**config.mk**
```make
export PLATFORM = sky130hd
export DESIGN_NAME = irab_bridge
export DESIGN_NICKNAME = d
export VERILOG_FILES = /design/src/hdl/irab_pkg.sv /design/src/hdl/irab_timer.sv /design/src/hdl/irab_bridge.sv
export SDC_FILE = /design/constraint.sdc
export NUM_CORES = 1
export LEC_CHECK = 0
export ABC_AREA = 1
export BUFFER_PORTS_ARGS = -buffer_cell sky130_fd_sc_hd__buf_2
export CAP_MARGIN = 20
export CELL_PAD_IN_SITES_DETAIL_PLACEMENT = 1
export CELL_PAD_IN_SITES_GLOBAL_PLACEMENT = 1
export CORE_ASPECT_RATIO = 1.75
export CORE_MARGIN = 3
export CORE_UTILIZATION = 30
export CTS_BUF_LIST = sky130_fd_sc_hd__clkbuf_4 sky130_fd_sc_hd__clkbuf_8
export DETAILED_ROUTE_END_ITERATION = 16
export PLACE_DENSITY_LB_ADDON = 0.1
export REMOVE_ABC_BUFFERS = 1
export SETUP_SLACK_MARGIN = 0.15
export SLEW_MARGIN = 20
export SYNTH_ARGS = -nofsm -noshare
export SYNTH_HDL_FRONTEND = slang
export SYNTH_SLANG_ARGS = --single-unit
```
**constraint.sdc**
```tcl
create_clock -name sys_clk_in -period 2.39 [get_ports sys_clk_in]
set_input_delay 0.478 -clock sys_clk_in [delete_from_list [all_inputs] [get_ports sys_clk_in]]
set_output_delay 0.478 -clock sys_clk_in [all_outputs]
set_load 0.01 [all_outputs]
```
**src/hdl/irab_pkg.sv**
```systemverilog
package irab_pkg;

   // Local register offsets
   localparam logic [11:0] OFS_TARGET_ADDR  = 12'h7a0;
   localparam logic [11:0] OFS_DATA_WORD    = 12'h7a4;
   localparam logic [11:0] OFS_TIMEOUT      = 12'h7a8;
   localparam logic [11:0] OFS_REQ_CONTROL  = 12'h7ac;
   localparam logic [11:0] OFS_ERROR_STATUS = 12'h7b0;
   localparam logic [11:0] OFS_IRQ_STATUS   = 12'h7b4;
   localparam logic [11:0] OFS_IRQ_ENABLE   = 12'h7b8;

   // Control word patterns and fields
   localparam logic [31:0] CTRL_READ_PATTERN  = 32'h000100f1;
   localparam logic [31:0] CTRL_WRITE_PATTERN = 32'h000100f2;
   localparam logic [1:0]  REQ_READ           = 2'h1;
   localparam logic [1:0]  REQ_WRITE          = 2'h2;
   localparam int          CTRL_BUSY_BIT      = 12;
   localparam int          CTRL_TMO_BIT       = 13;
   localparam int          CTRL_FLT_BIT       = 14;

   // Target address fields, later variant
   localparam int          ADDR_FIELD_W       = 26;
   localparam int          ADDR_PORT_BIT      = 27;

   // Error status fields
   localparam int          ERR_TMO_BIT        = 0;
   localparam int          ERR_BUSY_BIT       = 1;
   localparam int          ERR_WRITE_BIT      = 2;
   localparam int          ERR_ADDR_LSB       = 3;
   localparam int          ERR_FAULT_BIT      = 31;
   localparam logic [31:0] ERR_CLEAR_WORD     = 32'hffffffff;

   // Variants
   localparam logic [1:0]  VAR_EARLY          = 2'h0;
   localparam logic [1:0]  VAR_MIDDLE         = 2'h1;
   localparam logic [1:0]  VAR_LATE           = 2'h2;

   // Values after reset
   localparam logic [31:0] RST_TIMEOUT        = 32'h00001000;
   localparam logic [31:0] RST_ZERO           = 32'h00000000;

   // Ranges closed to the internal port: base and size in bytes
   localparam int          NUM_EXCL           = 4;
   localparam logic [25:0] EXCL_BASE [NUM_EXCL] = '{26'h0000000, 26'h0001000,
                                                    26'h0002000, 26'h0088000};
   localparam logic [25:0] EXCL_SIZE [NUM_EXCL] = '{26'h0001000, 26'h0001000,
                                                    26'h0002000, 26'h0001000};

   typedef struct packed {
      logic        wr;
      logic        rd;
      logic [11:0] addr;
      logic [31:0] wdata;
   } irab_reg_req_t;

   typedef struct packed {
      logic        write;
      logic        port;
      logic [31:0] addr;
      logic [31:0] wdata;
   } irab_bus_req_t;

   typedef struct packed {
      logic        valid;
      logic        fault;
      logic [31:0] rdata;
   } irab_bus_rsp_t;

   typedef enum logic [1:0] {
      ST_IDLE  = 2'b00,
      ST_ISSUE = 2'b01,
      ST_WAIT  = 2'b11
   } irab_state_t;

endpackage : irab_pkg

```
**src/hdl/irab_timer.sv**
```systemverilog
`timescale 1ns/10ps
`default_nettype none

// Down counter that flags expiry of the programmed wait
module irab_timer #(
   parameter int W = 32
) (
   // Clock and reset
   input  wire logic         sys_clk_in,
   input  wire logic         sys_rst_in,
   // Control
   input  wire logic         load_in,
   input  wire logic         run_in,
   input  wire logic [W-1:0] limit_in,
   // Status
   output logic              expired_out
);
   logic [W-1:0] count_q;
   logic [W-1:0] count_d;
   logic         at_zero;

   assign at_zero     = (count_q == '0);
   assign expired_out = run_in & ~load_in & at_zero;
   assign count_d     = load_in ? limit_in :
                        (run_in & ~at_zero) ? count_q - W'(1) : count_q;

   always_ff @(posedge sys_clk_in) begin
      if (sys_rst_in) begin
         count_q <= '0;
      end else begin
         count_q <= count_d;
      end
   end

endmodule : irab_timer

`default_nettype wire

```
**src/hdl/irab_bridge.sv**
```systemverilog
//Contract
//- Read pattern to control launches one read
//- Write pattern launches one write of data
//- Busy field set while outstanding; data then valid
//- Unanswered request sets control bit 13 after timeout
//- Request field: 1 read, 2 write
//- Later variant: 26-bit address, bit 27 port
//- Internal port refuses top-level unit ranges
//- Data register sends writes, captures reads
//- Timeout register sets cycles before timeout
//- Launch while busy sets command-while-busy bit
//- Error timeout on silence, fault on no target
//- Early error layout: tmo, busy, write, address
//- Middle layout: address 3-30, fault bit 31
//- Irq status bit 0 error, cleared by zero
//- Early variants: irq ack clears error register
//- Later variant: all-ones write clears error
//- Pending and enabled drives second-level line 4
//- Enabled access error reaches core line 11
`timescale 1ns/10ps
`default_nettype none

module irab_bridge
   import irab_pkg::*;
#(
   parameter logic [1:0] VARIANT = VAR_LATE
) (
   // Clock and reset
   input  wire logic          sys_clk_in,
   input  wire logic          sys_rst_in,
   // Core register port
   input  wire irab_reg_req_t reg_req_in,
   output logic [31:0]        reg_rdata_out,
   // Interconnect request
   output irab_bus_req_t      bus_req_out,
   output logic               bus_req_valid_out,
   input  wire logic          bus_req_ready_in,
   input  wire irab_bus_rsp_t bus_rsp_in,
   // Interrupts
   output logic               second_level_interrupt_out,
   output logic               core_irq_line_out
);
   logic [31:0]  addr_q;
   logic [31:0]  data_q;
   logic [31:0]  tmo_q;
   logic [31:0]  err_q;
   logic [31:0]  err_d;
   logic         istat_q;
   logic         ien_q;
   logic         ctl_tmo_q;
   logic         ctl_flt_q;
   logic         req_write_q;
   logic [31:0]  reg_rdata_q;
   irab_state_t  state_q;
   irab_state_t  state_d;

   // Register decode
   wire          wr_addr   = reg_req_in.wr & (reg_req_in.addr == OFS_TARGET_ADDR);
   wire          wr_data   = reg_req_in.wr & (reg_req_in.addr == OFS_DATA_WORD);
   wire          wr_tmo    = reg_req_in.wr & (reg_req_in.addr == OFS_TIMEOUT);
   wire          wr_ctl    = reg_req_in.wr & (reg_req_in.addr == OFS_REQ_CONTROL);
   wire          wr_err    = reg_req_in.wr & (reg_req_in.addr == OFS_ERROR_STATUS);
   wire          wr_istat  = reg_req_in.wr & (reg_req_in.addr == OFS_IRQ_STATUS);
   wire          wr_ien    = reg_req_in.wr & (reg_req_in.addr == OFS_IRQ_ENABLE);
   wire [1:0]    req_code  = reg_req_in.wdata[1:0];
   wire          cmd_valid = wr_ctl & ((req_code == REQ_READ) | (req_code == REQ_WRITE));
   wire          busy      = (state_q != ST_IDLE);
   wire          launch    = cmd_valid & ~busy;
   wire          cmd_busy  = cmd_valid & busy;

   // Port select and target address per variant
   wire          late      = (VARIANT == VAR_LATE);
   wire          port_sel  = late & addr_q[ADDR_PORT_BIT];
   wire [31:0]   tgt_addr  = late ? {6'h00, addr_q[ADDR_FIELD_W-1:0]} : addr_q;

   // Internal port refusal of top-level ranges
   logic         excl_hit;
   always_comb begin
      excl_hit = 1'b0;
      for (int i = 0; i < NUM_EXCL; i++) begin
         if ((addr_q[ADDR_FIELD_W-1:0] >= EXCL_BASE[i]) &&
             (addr_q[ADDR_FIELD_W-1:0] - EXCL_BASE[i] < EXCL_SIZE[i])) begin
            excl_hit = 1'b1;
         end
      end
   end
   wire          refused   = port_sel & excl_hit;

   // Timeout supervision
   logic         tmo_expired;
   irab_timer #(
      .W (32)
   ) u_timer (
      .sys_clk_in  (sys_clk_in),
      .sys_rst_in  (sys_rst_in),
      .load_in     (launch),
      .run_in      (busy),
      .limit_in    (tmo_q),
      .expired_out (tmo_expired)
   );

   // Completion events
   wire          rsp_ok    = (state_q == ST_WAIT) & bus_rsp_in.valid & ~bus_rsp_in.fault;
   wire          rsp_flt   = ((state_q == ST_WAIT) & bus_rsp_in.valid & bus_rsp_in.fault)
                             | ((state_q == ST_ISSUE) & refused);
   wire          tmo_evt   = tmo_expired & ~bus_rsp_in.valid & ~(state_q == ST_ISSUE & refused);
   wire          done      = rsp_ok | rsp_flt | tmo_evt;
   wire          err_evt   = rsp_flt | tmo_evt | cmd_busy;

   always_comb begin
      state_d = state_q;
      case (state_q)
         ST_IDLE: begin
            if (launch) begin
               state_d = ST_ISSUE;
            end
         end
         ST_ISSUE: begin
            if (refused | tmo_evt) begin
               state_d = ST_IDLE;
            end else if (bus_req_ready_in) begin
               state_d = ST_WAIT;
            end
         end
         ST_WAIT: begin
            if (done) begin
               state_d = ST_IDLE;
            end
         end
         default: state_d = ST_IDLE;
      endcase
   end

   // Outgoing request
   assign bus_req_valid_out = (state_q == ST_ISSUE) & ~refused;
   assign bus_req_out       = '{write: req_write_q, port: port_sel,
                                addr: tgt_addr, wdata: data_q};

   // Error word update, set wins over clear
   wire          err_clr   = late ? (wr_err & (reg_req_in.wdata == ERR_CLEAR_WORD))
                                  : (wr_istat & ~reg_req_in.wdata[0]);
   wire          flt_field = (VARIANT != VAR_EARLY);
   always_comb begin
      err_d = err_clr ? RST_ZERO : err_q;
      if (tmo_evt | rsp_flt) begin
         err_d[ERR_WRITE_BIT] = req_write_q;
         if (flt_field) begin
            err_d[30:ERR_ADDR_LSB] = tgt_addr[30:3];
         end else begin
            err_d[31:ERR_ADDR_LSB] = tgt_addr[31:3];
         end
      end
      if (tmo_evt) begin
         err_d[ERR_TMO_BIT] = 1'b1;
      end
      if (rsp_flt & flt_field) begin
         err_d[ERR_FAULT_BIT] = 1'b1;
      end
      if (cmd_busy) begin
         err_d[ERR_BUSY_BIT] = 1'b1;
      end
   end

   // Read mux
   wire [31:0]   ctl_rd    = {17'h0, ctl_flt_q, ctl_tmo_q, busy, 12'h000};
   wire [31:0]   rd_mux    =
      (reg_req_in.addr == OFS_TARGET_ADDR)  ? addr_q :
      (reg_req_in.addr == OFS_DATA_WORD)    ? data_q :
      (reg_req_in.addr == OFS_TIMEOUT)      ? tmo_q :
      (reg_req_in.addr == OFS_REQ_CONTROL)  ? ctl_rd :
      (reg_req_in.addr == OFS_ERROR_STATUS) ? err_q :
      (reg_req_in.addr == OFS_IRQ_STATUS)   ? {31'h0, istat_q} :
      (reg_req_in.addr == OFS_IRQ_ENABLE)   ? {31'h0, ien_q} : RST_ZERO;

   always_ff @(posedge sys_clk_in) begin
      if (sys_rst_in) begin
         state_q     <= ST_IDLE;
         addr_q      <= RST_ZERO;
         data_q      <= RST_ZERO;
         tmo_q       <= RST_TIMEOUT;
         err_q       <= RST_ZERO;
         istat_q     <= 1'b0;
         ien_q       <= 1'b0;
         ctl_tmo_q   <= 1'b0;
         ctl_flt_q   <= 1'b0;
         req_write_q <= 1'b0;
         reg_rdata_q <= RST_ZERO;
      end else begin
         state_q     <= state_d;
         err_q       <= err_d;
         if (wr_addr) begin
            addr_q <= reg_req_in.wdata;
         end
         if (rsp_ok & ~req_write_q) begin
            data_q <= bus_rsp_in.rdata;
         end else if (wr_data) begin
            data_q <= reg_req_in.wdata;
         end
         if (wr_tmo) begin
            tmo_q <= reg_req_in.wdata;
         end
         if (launch) begin
            req_write_q <= (req_code == REQ_WRITE);
         end
         if (tmo_evt) begin
            ctl_tmo_q <= 1'b1;
         end else if (launch) begin
            ctl_tmo_q <= 1'b0;
         end
         if (rsp_flt) begin
            ctl_flt_q <= 1'b1;
         end else if (launch) begin
            ctl_flt_q <= 1'b0;
         end
         if (err_evt) begin
            istat_q <= 1'b1;
         end else if (wr_istat & ~reg_req_in.wdata[0]) begin
            istat_q <= 1'b0;
         end
         if (wr_ien) begin
            ien_q <= reg_req_in.wdata[0];
         end
         if (reg_req_in.rd) begin
            reg_rdata_q <= rd_mux;
         end
      end
   end

   assign reg_rdata_out              = reg_rdata_q;
   assign second_level_interrupt_out = istat_q & ien_q;
   assign core_irq_line_out          = istat_q & ien_q;

   // Checks
   a_read_launch: assert property (@(posedge sys_clk_in) disable iff (sys_rst_in)
      launch & (req_code == REQ_READ) |=> bus_req_valid_out | refused ##0 !bus_req_out.write)
      else $error("read pattern did not launch a read");
   a_write_launch: assert property (@(posedge sys_clk_in) disable iff (sys_rst_in)
      launch & (req_code == REQ_WRITE) & ~(late & addr_q[ADDR_PORT_BIT])
      |=> bus_req_valid_out && bus_req_out.write && bus_req_out.wdata == $past(data_q))
      else $error("write pattern did not launch a write");
   a_busy_hold: assert property (@(posedge sys_clk_in) disable iff (sys_rst_in)
      launch |=> ctl_rd[CTRL_BUSY_BIT])
      else $error("busy field not set after launch");
   a_read_data: assert property (@(posedge sys_clk_in) disable iff (sys_rst_in)
      rsp_ok & ~req_write_q |=> data_q == $past(bus_rsp_in.rdata) && !busy)
      else $error("read data not captured at completion");
   a_timeout_bit: assert property (@(posedge sys_clk_in) disable iff (sys_rst_in)
      tmo_evt |=> ctl_tmo_q && err_q[ERR_TMO_BIT] && !busy)
      else $error("timeout not flagged");
   a_bad_code: assert property (@(posedge sys_clk_in) disable iff (sys_rst_in)
      wr_ctl & ((req_code == 2'h0) | (req_code == 2'h3)) & ~busy |=> !busy)
      else $error("undecoded request launched");
   a_port_refuse: assert property (@(posedge sys_clk_in) disable iff (sys_rst_in)
      (state_q == ST_ISSUE) & refused |-> !bus_req_valid_out ##1 err_q[ERR_FAULT_BIT] | !flt_field)
      else $error("internal port reached a closed range");
   a_cmd_busy: assert property (@(posedge sys_clk_in) disable iff (sys_rst_in)
      cmd_busy |=> err_q[ERR_BUSY_BIT] && istat_q)
      else $error("command while busy not flagged");
   a_single_out: assert property (@(posedge sys_clk_in) disable iff (sys_rst_in)
      busy & cmd_valid |=> $stable(req_write_q))
      else $error("second request taken while busy");
   a_irq_line: assert property (@(posedge sys_clk_in) disable iff (sys_rst_in)
      err_evt & ien_q & ~wr_ien |=> second_level_interrupt_out && core_irq_line_out)
      else $error("error interrupt not raised");

   // Routing, error layout and clearing
   a_port_route: assert property (@(posedge sys_clk_in) disable iff (sys_rst_in)
      bus_req_valid_out |-> bus_req_out.port == (late & addr_q[ADDR_PORT_BIT])
      && (!late || bus_req_out.addr[31:ADDR_FIELD_W] == '0))
      else $error("port select or address field wrong");
   a_req_stand: assert property (@(posedge sys_clk_in) disable iff (sys_rst_in)
      bus_req_valid_out & ~bus_req_ready_in & ~tmo_evt & ~wr_addr & ~wr_data
      |=> bus_req_valid_out && $stable(bus_req_out))
      else $error("request dropped or changed before acceptance");
   a_fault_flag: assert property (@(posedge sys_clk_in) disable iff (sys_rst_in)
      (state_q == ST_WAIT) & bus_rsp_in.valid & bus_rsp_in.fault |=> ctl_flt_q && !busy)
      else $error("fault answer not flagged");
   a_early_layout: assert property (@(posedge sys_clk_in) disable iff (sys_rst_in)
      (tmo_evt | rsp_flt) & ~flt_field
      |=> err_q[31:ERR_ADDR_LSB] == $past(tgt_addr[31:3])
      && err_q[ERR_WRITE_BIT] == $past(req_write_q))
      else $error("early error word layout wrong");
   a_mid_layout: assert property (@(posedge sys_clk_in) disable iff (sys_rst_in)
      (tmo_evt | rsp_flt) & flt_field
      |=> err_q[30:ERR_ADDR_LSB] == $past(tgt_addr[30:3])
      && (err_q[ERR_FAULT_BIT] || !$past(rsp_flt)))
      else $error("error word layout with fault bit wrong");
   a_irq_ack: assert property (@(posedge sys_clk_in) disable iff (sys_rst_in)
      wr_istat & ~reg_req_in.wdata[0] & ~err_evt |=> !istat_q)
      else $error("interrupt acknowledge ignored");
   a_early_clear: assert property (@(posedge sys_clk_in) disable iff (sys_rst_in)
      ~late & wr_istat & ~reg_req_in.wdata[0] & ~err_evt |=> err_q == RST_ZERO)
      else $error("acknowledge did not clear error word");
   a_late_clear: assert property (@(posedge sys_clk_in) disable iff (sys_rst_in)
      late & wr_err & (reg_req_in.wdata == ERR_CLEAR_WORD) & ~err_evt |=> err_q == RST_ZERO)
      else $error("all-ones write did not clear error word");

   c_read_done: cover property (@(posedge sys_clk_in) disable iff (sys_rst_in)
      launch ##[1:20] rsp_ok);
   c_timeout: cover property (@(posedge sys_clk_in) disable iff (sys_rst_in) tmo_evt);
   c_fault: cover property (@(posedge sys_clk_in) disable iff (sys_rst_in) rsp_flt);
   c_busy_cmd: cover property (@(posedge sys_clk_in) disable iff (sys_rst_in) cmd_busy);
   c_refused: cover property (@(posedge sys_clk_in) disable iff (sys_rst_in)
      (state_q == ST_ISSUE) & refused);

endmodule : irab_bridge

`default_nettype wire

```
After elaboration in Yosys (flattened, before gate mapping)

Index checks and enable logic that the tools add are counted.

Register bits: 194
Input port bits: 83
Output and inout port bits: 101
Logic and storage cells: 129

$add $sub $neg: 4
$lt $le $gt $ge: 8
Equality and inequality tests: 15
Mux-type cells: 30
Bitwise operators: 41
Reduce and logical (&&, ||, !) cells: 16

Operators by type and width:

| cell                                                                            | number |
|---|---|
| 32-bit two-way mux                                                              | 10 |
| 12-bit by 11-bit equality test with 1-bit output (second input constant)        | 7 |
| 26-bit by 13-bit less-than comparator with 1-bit output (second input constant) | 3 |
| 32-bit equality test (second input constant)                                    | 1 |
| 32-bit zero test                                                                | 1 |
| 32-bit by 1-bit subtractor with 32-bit output (second input constant)           | 1 |
| 26-bit by 1-bit >= comparator with 1-bit output (second input constant)         | 1 |
| 26-bit by 13-bit >= comparator with 1-bit output (second input constant)        | 1 |
| 26-bit by 14-bit >= comparator with 1-bit output (second input constant)        | 1 |
| 26-bit by 20-bit >= comparator with 1-bit output (second input constant)        | 1 |
| 26-bit by 14-bit less-than comparator with 1-bit output (second input constant) | 1 |
| 26-bit by 13-bit subtractor with 26-bit output (second input constant)          | 1 |
| 26-bit by 14-bit subtractor with 26-bit output (second input constant)          | 1 |
| 26-bit by 20-bit subtractor with 26-bit output (second input constant)          | 1 |
| 1-bit AND                                                                       | 25 |
| 24-bit two-way mux                                                              | 1 |
| 2-bit nonzero test                                                              | 9 |
| 1-bit two-way mux                                                               | 14 |
| 1-bit inverter                                                                  | 9 |
| 2-bit two-way mux                                                               | 4 |
| 1-bit OR                                                                        | 7 |
| 2-bit case mux with 3 select lines                                              | 1 |
| 2-bit by 1-bit equality test with 1-bit output (second input constant)          | 2 |
| 2-bit equality test (second input constant)                                     | 2 |
| other kinds (6)                                                                 | 9 |

Logic depth before layout (Yosys ltp)

Gate-level depths: netlist of run 1.

Depth in word-level cells: 13
Mapped depth: 20
Depth with buffers taken out: 20

Cells and area by module

Synthesis of run 1 repeated with hierarchy kept, for this count alone.

Cells, all modules: 1655
Area, all modules: 10687.8 µm²

Modules (own cells, without submodules):

| module      | times used | cells each | area each (µm²) | seq. area each (µm²) |
|---|---|---|---|---|
| irab_bridge | 1          | 1192       | 8104.0          | 3243.1 |
| irab_timer  | 1          | 463        | 2583.7          | 640.6 |

Worst setup path after synthesis of run 1

Ideal clock, no wire load.

Path type: flip-flop to output port
Start point: register addr_q[13]
End point: output bus_req_valid_out
Arrival time: 1.591 ns
Required time: 1.912 ns
Path slack: 0.321 ns
Cell stages (with the launch flop): 12
Path buffers: 0
Cell sequence: dfxtp_1 inv_1 ha_1 nand2_1 nand2_1 nand2_1 inv_2 a21oi_1 nor2_1 nand4_1 nand2_2 a21oi_1

Word-level cells in the longest chain between the ends: 9
Elaborated cells on any way between the ends: 22
Classes of those cells: add/sub (3); order compare (8); mux (4); bitwise (3); reduce/logical (4)

RTL lines:

| what                                                                                         | line                                 | text |
|---|---|---|
| from (decl)                                                                                  | irab_bridge.sv:43                    | `logic [31:0] addr_q;` |
| from (signal assigned)                                                                       | irab_bridge.sv:192                   | `addr_q <= reg_req_in.wdata;` |
| 26-bit by 13-bit subtractor with 26-bit output, or another cell as far along                 | irab_bridge.sv:82                    | `(addr_q[ADDR_FIELD_W-1:0] - EXCL_BASE[i] < EXCL_SIZE[i])) begin` |
| 26-bit by 13-bit less-than comparator with 1-bit output or 1-bit logical AND (tied branches) | irab_bridge.sv:82, irab_bridge.sv:81 |  |
| 1-bit logical AND or 1-bit two-way mux (tied branches)                                       | irab_bridge.sv:81                    | `if ((addr_q[ADDR_FIELD_W-1:0] >= EXCL_BASE[i]) &&` |
| 1-bit two-way mux (2 in a row)                                                               | irab_bridge.sv:81                    |  |
| 1-bit two-way mux *                                                                          | irab_bridge.sv:81                    |  |
| 1-bit AND *                                                                                  | irab_bridge.sv:87                    | `wire refused = port_sel & excl_hit;` |
| 1-bit inverter *                                                                             | irab_bridge.sv:135                   | `assign bus_req_valid_out = (state_q == ST_ISSUE) & ~refused;` |
| 1-bit AND *                                                                                  | irab_bridge.sv:135                   |  |
| to (decl)                                                                                    | irab_bridge.sv:36                    | `output logic bus_req_valid_out,` |

Mark *: on every way between the ends. The rest lies on a longest branch, timed or not.

Final worst setup path of run 1

Start point: register addr_q[17]
End point: register err_q[25]

Word-level cells in the longest chain between the ends: 12
Elaborated cells on any way between the ends: 27
Classes of those cells: add/sub (3); order compare (8); mux (5); bitwise (6); reduce/logical (5)

RTL lines:

| what                                                                                         | line                                   | text |
|---|---|---|
| 26-bit by 13-bit subtractor with 26-bit output, or another cell as far along                 | irab_bridge.sv:82                      |  |
| 26-bit by 13-bit less-than comparator with 1-bit output or 1-bit logical AND (tied branches) | irab_bridge.sv:82, irab_bridge.sv:81   |  |
| 1-bit logical AND or 1-bit two-way mux (tied branches)                                       | irab_bridge.sv:81                      |  |
| 1-bit two-way mux (2 in a row)                                                               | irab_bridge.sv:81                      |  |
| 1-bit two-way mux *                                                                          | irab_bridge.sv:81                      |  |
| 1-bit AND *                                                                                  | irab_bridge.sv:87                      |  |
| 1-bit AND *                                                                                  | irab_bridge.sv:105, irab_bridge.sv:106 |  |
| 1-bit inverter                                                                               | irab_bridge.sv:106                     | `wire tmo_evt = tmo_expired & ~bus_rsp_in.valid & ~(state_q == ST_ISSUE & refused);` |
| 1-bit AND                                                                                    | irab_bridge.sv:106                     |  |
| 1-bit OR *                                                                                   | irab_bridge.sv:145                     | `if (tmo_evt \| rsp_flt) begin` |
| 24-bit two-way mux or 2-bit nonzero test (tied branches)                                     | n/a                                    |  |
| to (signal assigned)                                                                         | irab_bridge.sv:190                     | `err_q <= err_d;` |
| to (decl)                                                                                    | irab_bridge.sv:46                      | `logic [31:0] err_q;` |

Marked as above.
A chain may end at the register's enable or synchronous reset.

==> out/metrics.csv, run 1 <==
stage,metric,value,unit
setup_path,worst_setup_path_end_kind,flop,
clock_network,htreeDepth,4,
pwr,p_int,4.315,mW
pwr,p_leak,5.654,nW
clock_network,cts_tree,built,
routing,avgRoutedWirePerCell,20.59,um
setup_path,r2r_slack,-380,ps
clock_network,cts_made_buffers,17,
synthesis,synth_area_leaders,"dfxtp_1 (38%), nand2_1 (11%), o21ai_0 (6.4%), a21oi_1 (5.9%), nor2_1 (5.0%)",
sta,finalCriticalPeriod,2768,ps
sta,finalSetupViolations,30,
pwr,power_density,446.0,nW/um2
routing,ant_nets,0,
layout,nFillCells,4170,
global_route,antenna_found_initial,1,
outcome,violations,setup timing,
layout,stdcell_area,13170,um2
pwr,power_frac_clock,0.399,
layout,final_layout_size_suffix_gt1_frac,0.3062,
layout,final_nets,1745,
layout,final_cell_count_no_fill,2120,
placed_design,post-place-cells,2057,
placed_design,placedInstanceArea,11910,um2
die,start_util,0.3059,
setup_path,critPathLaunch,addr_q[17]$_SDFFE_PP0P_,
setup_path,worstPathMaxFanout,8,
setup_path,critPathCapture,err_q[25]$_SDFFE_PP0P_,
synthesis,netlist.area_leader.share,0.3831,
clock_network,root_buffer,clkbuf_8,
global_route,first_global_vias,11098,
setup_path,cp_num_cells,20,
sta,tns,-9385,ps
setup_path,slowest_delay,340,ps
routing,drt-total-wl,43650,um
die,pin_count,184,
outcome,status,"finished, violations left",
synthesis,syn_area,10140,um2
placed_design,dp_slack,-161.4,ps
clock_network,cts_sinks,194,
sta,timing.fmax,0.3612,GHz
setup_path,cp_num_buf_inv,7,
layout,multi_input_area,5478,um2
synthesis,syn_avg_cell_area,7.079,um2
min_path,hp-class,input pin to flop,
sta,final.period_utilization,1.158,
die,rows,88,
die,die_area,36120,um2
pwr,netSwitchingFraction,0.2652,
synthesis,yosys-top-cells-count,"nand2_1 (306), dfxtp_1 (194), nor2_1 (134)",
setup_path,critPathRequiredTime,2850,ps
sta,hold_slack,205.8,ps
synthesis,postSynthCellCount,1432,
routing,drt_iter0_drc,419,
clock_network,clk_pin_slew_worst_paths,110,ps
setup_path,critPathLaunchType,flop,
sta,hold_viol,0,
sta,skew,15.45,ps
routing,drc,0,
synthesis,synth_flop_cell,dfxtp_1,
synthesis,ys_ff_latch,194,
synthesis,synth-seq-area-share,0.3831,
clock_network,ctsLongestPathBuffers,2,
layout,seq_area,3909,um2
sta,maxSlewViolCount,0,
pwr,vdd_drop_max,0.3143,mV
pwr,p_sw,1.557,mW
global_route,grt_use_total,0.2366,
setup_path,r2r_end,err_q[25]$_SDFFE_PP0P_,
setup_path,r2r_cells,20,
die,fp.dieW,145.0,um
pwr,pwr-share-seq,0.551,
setup_path,crit_chain,buf_12 -> nor2_4 -> nand2_2 -> nor2_4 -> nand3_1 -> nand2_1 -> nor2_2 -> nand4_1 -> nand2_4 -> buf_4 -> buf_6 -> buf_6 -> buf_6 -> nand3_4 -> nand3_4 -> buf_12 -> nor2_8 -> buf_12 -> nand2_1 -> a21oi_2,
pwr,combPwrFrac,0.051,
placed_design,dp.final_hpwl,31870,um
sta,slew_headroom,0.6481,
routing,viasPerCell,5.010,
global_route,grt_pass1_wl,65830,um
sta,fin_ws,-378.3,ps
placed_design,port_buffers,177,
synthesis,synthDistinctLibCells,45,
global_route,grt_overflow,0,
sta,rsz0062_at_grt,yes,
routing,vias,10622,
synthesis,synth_top_area_cell,dfxtp_1,
die,die-height,249.2,um
synthesis,synthArstFlopShare,0,
placed_design,gp_congestion,0.8346,
setup_path,cp_slowest_cell,dfxtp_2,
synthesis,yosysMostFrequentCell,nand2_1,
global_route,grt_max_degree,49,
sta,worst_pin_slew,527.8,ps
routing,first_pass_iters,4,
clock_network,clk_latency,520,ps
synthesis,synth-edff-count,0,
job,maxCapViolations,0,
setup_path,arrival,3230,ps
setup_path,r2r-start,addr_q[17]$_SDFFE_PP0P_,
setup_path,crit_type,flop to flop,
synthesis,yosysWarnings,0,
layout,area_growth,29.87,%
die,core_area,33140,um2
setup_path,critPathTopFamily,simple AND/OR/NAND/NOR gates,
## worst reg2reg max path, stage by stage (launching register included)
cell and delay [ps]:
dfxtp_2 340, buf_12 140, nor2_4 200, nand2_2 110, nor2_4 150, nand3_1 100, nand2_1 80, nor2_2 50
nand4_1 160, nand2_4 90, buf_4 140, buf_6 100, buf_6 100, buf_6 110, nand3_4 60, nand3_4 90
buf_12 170, nor2_8 140, buf_12 170, nand2_1 80, a21oi_2 120
## power groups by stage
| stage | sequential [mW] | clock (mW) | combinational [mW] |
|---|---|---|---|
| after detailed placement | 3.31 | 0 | 0.299 |
| after global routing | 3.24 | 2.53 | 0.327 |
| after CTS | 3.24 | 2.43 | 0.301 |
| final | 3.23 | 2.34 | 0.297 |
| after global placement | 3.31 | 0 | 0.296 |
| after floorplan | 3.31 | 0 | 0.0763 |
## flip-flops by register name, summed over array words and instances, names as in the netlist
name and count:
state_q 2, u_timer.count_q 32, reg_rdata_out 32, ctl_tmo_q 1, ien_q 1, istat_q 1
tmo_q 32, req_write_q 1, addr_q 32, err_q 27, ctl_flt_q 1, data_q 32
## through the flow
step	total power [mW]	util
2_1_floorplan	3.388	-
3_3_place_gp	3.607	0.3595
3_5_place_dp	3.610	0.3595
4_1_cts	5.964	0.3885
5_1_grt	6.094	0.3972
6_report	5.872	0.3972
## cell usage in the layout, fill, tap and decap left out, types with 4 or more instances in the layout
master     count
conb_1         6
buf_16         4
inv_6          4
xnor2_1        7
buf_4        103
o211ai_1      11
xor2_1        12
a31oi_1       36
nand2_4       16
a211oi_1      30
o21ai_1        7
inv_1        112
nand2_1      291
a21oi_1      113
clkinv_4       5
buf_6         15
nor3_1        10
inv_2         19
buf_2        175
nand2_2       25
dfxtp_1      178
ha_4           4
a21oi_2       25
nor2_4        15
o21ai_0      122
clkbuf_8      18
nand4_1       26
nor2_1       116
nor2_2        19
a221oi_1      23
nor4_1         6
dfxtp_2       14
nand3_1       35
o2111ai_1      6
buf_12        17
## per-layer routing
layer  part of all wire  track usage  vias to the layer above
met1               0.38       0.2560                     5153
met3              0.031      0.03185                       55
met4              0.031      0.08641                        0
li1                   -            -                     5213
met2               0.55       0.4624                      201
met5                  0            0                        -
## cell type report
class,count,area share
multi-input combinational,993,0.4161
sequential,194,0.2969
timing repair buffer,315,0.1729
tap,450,0.04277
inverter,135,0.03925
clock buffer,18,0.01882
clock inverter,14,0.01312
antenna,1,0.0001901
## timing repair
item,CTS,global route
gates resized for setup,68,83
setup endpoints to repair,51,64
cloned,6,0
setup buffers,18,7
pin swaps,16,31
hold buffers,0,0
## cell families after synthesis
| group | synth area share |
|---|---|
| flip-flops | 0.3831 |
| XOR/XNOR | 0.01642 |
| other | 0.0003699 |
| buffers and inverters | 0.1140 |
| AND/OR/NAND/NOR | 0.2512 |
| AO/OA/AOI/OAI | 0.2275 |
| adder cells (fa/ha/maj) | 0.007405 |
## worst min-delay path by stage
| stage | from | slack (ps) | cells after the start | end |
|---|---|---|---|---|
| global placement | addr_q[26]$_SDFFE_PP0P_ | 440 | 2 | addr_q[26]$_SDFFE_PP0P_ |
| finish | bus_rsp_in[29] | 210 | 3 | data_q[29]$_SDFFE_PP0P_ |
| detailed placement | addr_q[26]$_SDFFE_PP0P_ | 450 | 2 | addr_q[26]$_SDFFE_PP0P_ |
| global route | bus_rsp_in[29] | 180 | 3 | data_q[29]$_SDFFE_PP0P_ |
| CTS | bus_rsp_in[29] | 170 | 3 | data_q[29]$_SDFFE_PP0P_ |
| floorplan | addr_q[26]$_SDFFE_PP0P_ | 430 | 2 | addr_q[26]$_SDFFE_PP0P_ |
Power figures use the tool's default switching activity.
==> run 2, diff against run 1 <==
--- a/config.mk
+++ b/config.mk
@@ -15,6 +15,7 @@
 export CORE_UTILIZATION = 30
 export CTS_BUF_LIST = sky130_fd_sc_hd__clkbuf_4 sky130_fd_sc_hd__clkbuf_8
 export DETAILED_ROUTE_END_ITERATION = 16
+export GPL_ROUTABILITY_DRIVEN = 0
 export PLACE_DENSITY_LB_ADDON = 0.1
 export REMOVE_ABC_BUFFERS = 1
 export SETUP_SLACK_MARGIN = 0.15
==> constraint.sdc (replaced) <==
create_clock -name sys_clk_in -period 2.9 [get_ports sys_clk_in]
set_input_delay 0.58 -clock sys_clk_in [delete_from_list [all_inputs] [get_ports sys_clk_in]]
set_output_delay 0.58 -clock sys_clk_in [all_outputs]
set_load 0.01 [all_outputs]
==> run 2 against run 1 <==
Against the previous run:
- the flow now finishes without violations
- clock skew up 1.6 ps
- clock-buffer cell count grew 4
- worst setup slack improved by 440 ps
- wire length is 5.8% lower
- cell count down 3.9%
- largest cell class unchanged
==> out/metrics.csv, run 2 (synthesized netlist as in run 1, its figures left out) <==
stage,metric,value,unit,change
layout,final_nets,1663,,-4.7%
die,rows,88,,unchanged
layout,final_layout_size_suffix_gt1_frac,0.2426,,-0.06358
placed_design,post-place-cells,1989,,-3.3%
clock_network,root_buffer,clkbuf_8,,
die,die_area,36120,um2,unchanged
sta,worst_pin_slew,691.7,ps,+163.9 ps
sta,rsz0062_at_grt,yes,,
layout,final_cell_count_no_fill,2038,,-3.9%
pwr,vdd_drop_max,0.2811,mV,-11%
setup_path,critPathLaunchType,flop,,
pwr,p_leak,5.109,nW,-9.6%
clock_network,htreeDepth,4,,unchanged
routing,vias,10358,,-2.5%
global_route,first_global_vias,10925,,-1.6%
clock_network,clk_latency,510,ps,about the same
setup_path,worst_setup_path_end_kind,primary output,,
min_path,hp-class,input pin to flop,,
sta,maxSlewViolCount,0,,unchanged
min_path,min_from,bus_rsp_in[0],,
global_route,grt_use_total,0.2231,,-0.01349
layout,layout_common_cells,"nand2_1 (301), dfxtp_1 (183), buf_2 (175)",,
die,core_area,33140,um2,unchanged
setup_path,crit_chain,buf_6 -> nor2_4 -> nand2_4 -> nor2_4 -> nand2_1 -> nand2_1 -> nand2_1 -> nor2_1 -> nand4_1 -> nand2_4 -> a21oi_4 -> buf_6,,
routing,drt-total-wl,41120,um,-5.8%
clock_network,cts_tree,built,,
setup_path,cp_slowest_cell,dfxtp_4,,
routing,first_pass_iters,5,,+1
sta,slew_headroom,0.5346,,-0.1135
routing,avgRoutedWirePerCell,20.18,um,-2.0%
layout,multi_input_area,5275,um2,-3.7%
sta,fin_ws,61.88,ps,+440.2 ps
layout,seq_area,3910,um2,about the same
placed_design,dp.final_hpwl,29420,um,-7.7%
clock_network,ctsLongestPathBuffers,2,,unchanged
layout,area_growth,19.40,%,
routing,drt_iter0_drc,388,,-7.4%
sta,skew,17.07,ps,+1.614 ps
setup_path,critPathLaunch,addr_q[15]$_SDFFE_PP0P_,,
die,pin_count,184,,unchanged
setup_path,r2r-start,u_timer.count_q[0]$_SDFFE_PP0P_,,
placed_design,port_buffers,177,,unchanged
routing,viasPerCell,5.082,,+1.4%
clock_network,cts_made_buffers,17,,unchanged
die,start_util,0.3059,,unchanged
routing,ant_nets,0,,unchanged
sta,timing.fmax,0.3523,GHz,
global_route,grt_pass1_wl,62930,um,-4.4%
setup_path,crit_type,flop to primary output,,
placed_design,dp_slack,183.5,ps,+344.8 ps
sta,finalSetupViolations,0,,-100%
setup_path,critPathRequiredTime,2320,ps,-530 ps
layout,final_core_util,0.3652,,-0.03201
outcome,status,completed,,
clock_network,cts_hold_buffers,0,,unchanged
die,die-height,249.2,um,unchanged
sta,finalCriticalPeriod,2838,ps,
setup_path,crit_top_cell,nand2_1,,
die,fp.dieW,145.0,um,unchanged
layout,final_common_cell,nand2_1,,
global_route,antenna_found_initial,1,,unchanged
clock_network,cts_sinks,194,,unchanged
setup_path,worstPathMaxFanout,5,,-3
global_route,grt_overflow,0,,unchanged
routing,drc,0,,unchanged
pwr,power_density,396.8,nW/um2,-11%
clock_network,clk_pin_slew_worst_paths,110,ps,about the same
sta,hold_viol,0,,unchanged
job,maxCapViolations,0,,unchanged
setup_path,arrival,2260,ps,-970 ps
global_route,grt_max_degree,115,,+130%
sta,final.period_utilization,0.9787,,
setup_path,slowest_delay,380,ps,+40 ps
layout,nFillCells,4190,,+0.48%
[run 2: cell types whose count changed in the layout (fill, tap and decap cells not counted), moves of 5 or more]
cell / delta
nand2_4: -12
o21ai_0: +5
nor2_2: -7
buf_4: -57
buf_12: -9
nor2_1: +11
nand2_1: +10
dfxtp_1: +5
inv_2: -7
buf_6: -11
inv_1: +6
o21ai_1: -5
dfxtp_2: -8
[run 2: timing repair]
item	in CTS	in global routing
setup buffers	8	7
hold endpoints to repair	0	0
setup endpoints to repair	1	25
gates resized for setup	35	29
pin swaps	5	16
cloned	0	1
[run 2: report_power, final]
| group | internal (mW) | switching, mW |
|---|---|---|
| combinational | 0.0735 | 0.163 |
| sequential | 2.66 | 0.00203 |
| clock | 0.846 | 1.06 |
| total | 3.58 | 1.22 |
[run 2: per-layer routing]
| metal | vias up | share of wire | global-route usage |
|---|---|---|---|
| met5 | - | 0 | 0 |
| met4 | 0 | 0.036 | 0.09049 |
| met2 | 203 | 0.54 | 0.4285 |
| met1 | 5052 | 0.39 | 0.2388 |
| met3 | 62 | 0.028 | 0.03841 |
| li1 | 5041 | - | - |
[run 2: critical path, delay by kind of cell, from the launching register on]
kind / cells / cell delay [ps]
compound gates: 1 / 80
simple gates: 9 / 1020
flops: 1 / 380
buf+inv: 2 / 270
[run 2: layout make-up]
class,count,share of cell area
diodes,1,0.0002067
clock buffers,22,0.02346
clock inverters,10,0.01023
inverters,135,0.04290
multi-input cells,993,0.4358
flip-flops and latches,194,0.3230
well taps,450,0.04652
repair buffers,233,0.1178
[run 2: per-stage QoR]
| step | total power, mW | hold slack (ps) | instance area, um2 | setup TNS (ps) |
|---|---|---|---|---|
| floorplan | 2.792 | 431.8 | 9507 | -7251 |
| global placement | 2.966 | 449.1 | 11350 | 0 |
| detailed placement | 2.968 | 453.4 | 11350 | 0 |
| CTS | 4.876 | 280.0 | 11930 | 0 |
| global route | 5.000 | 292.2 | 12100 | -87.01 |
| finish | 4.803 | 320.6 | 12100 | 0 |
[run 2: final timing paths]
path                             end  slack [ps]  cells past startpoint
min reg2reg  addr_q[26]$_SDFFE_PP0P_         470                      2
min           data_q[0]$_SDFFE_PP0P_         320                      3
max reg2reg    err_q[2]$_SDFFE_PP0P_         350                     13
max                bus_req_valid_out          60                     12
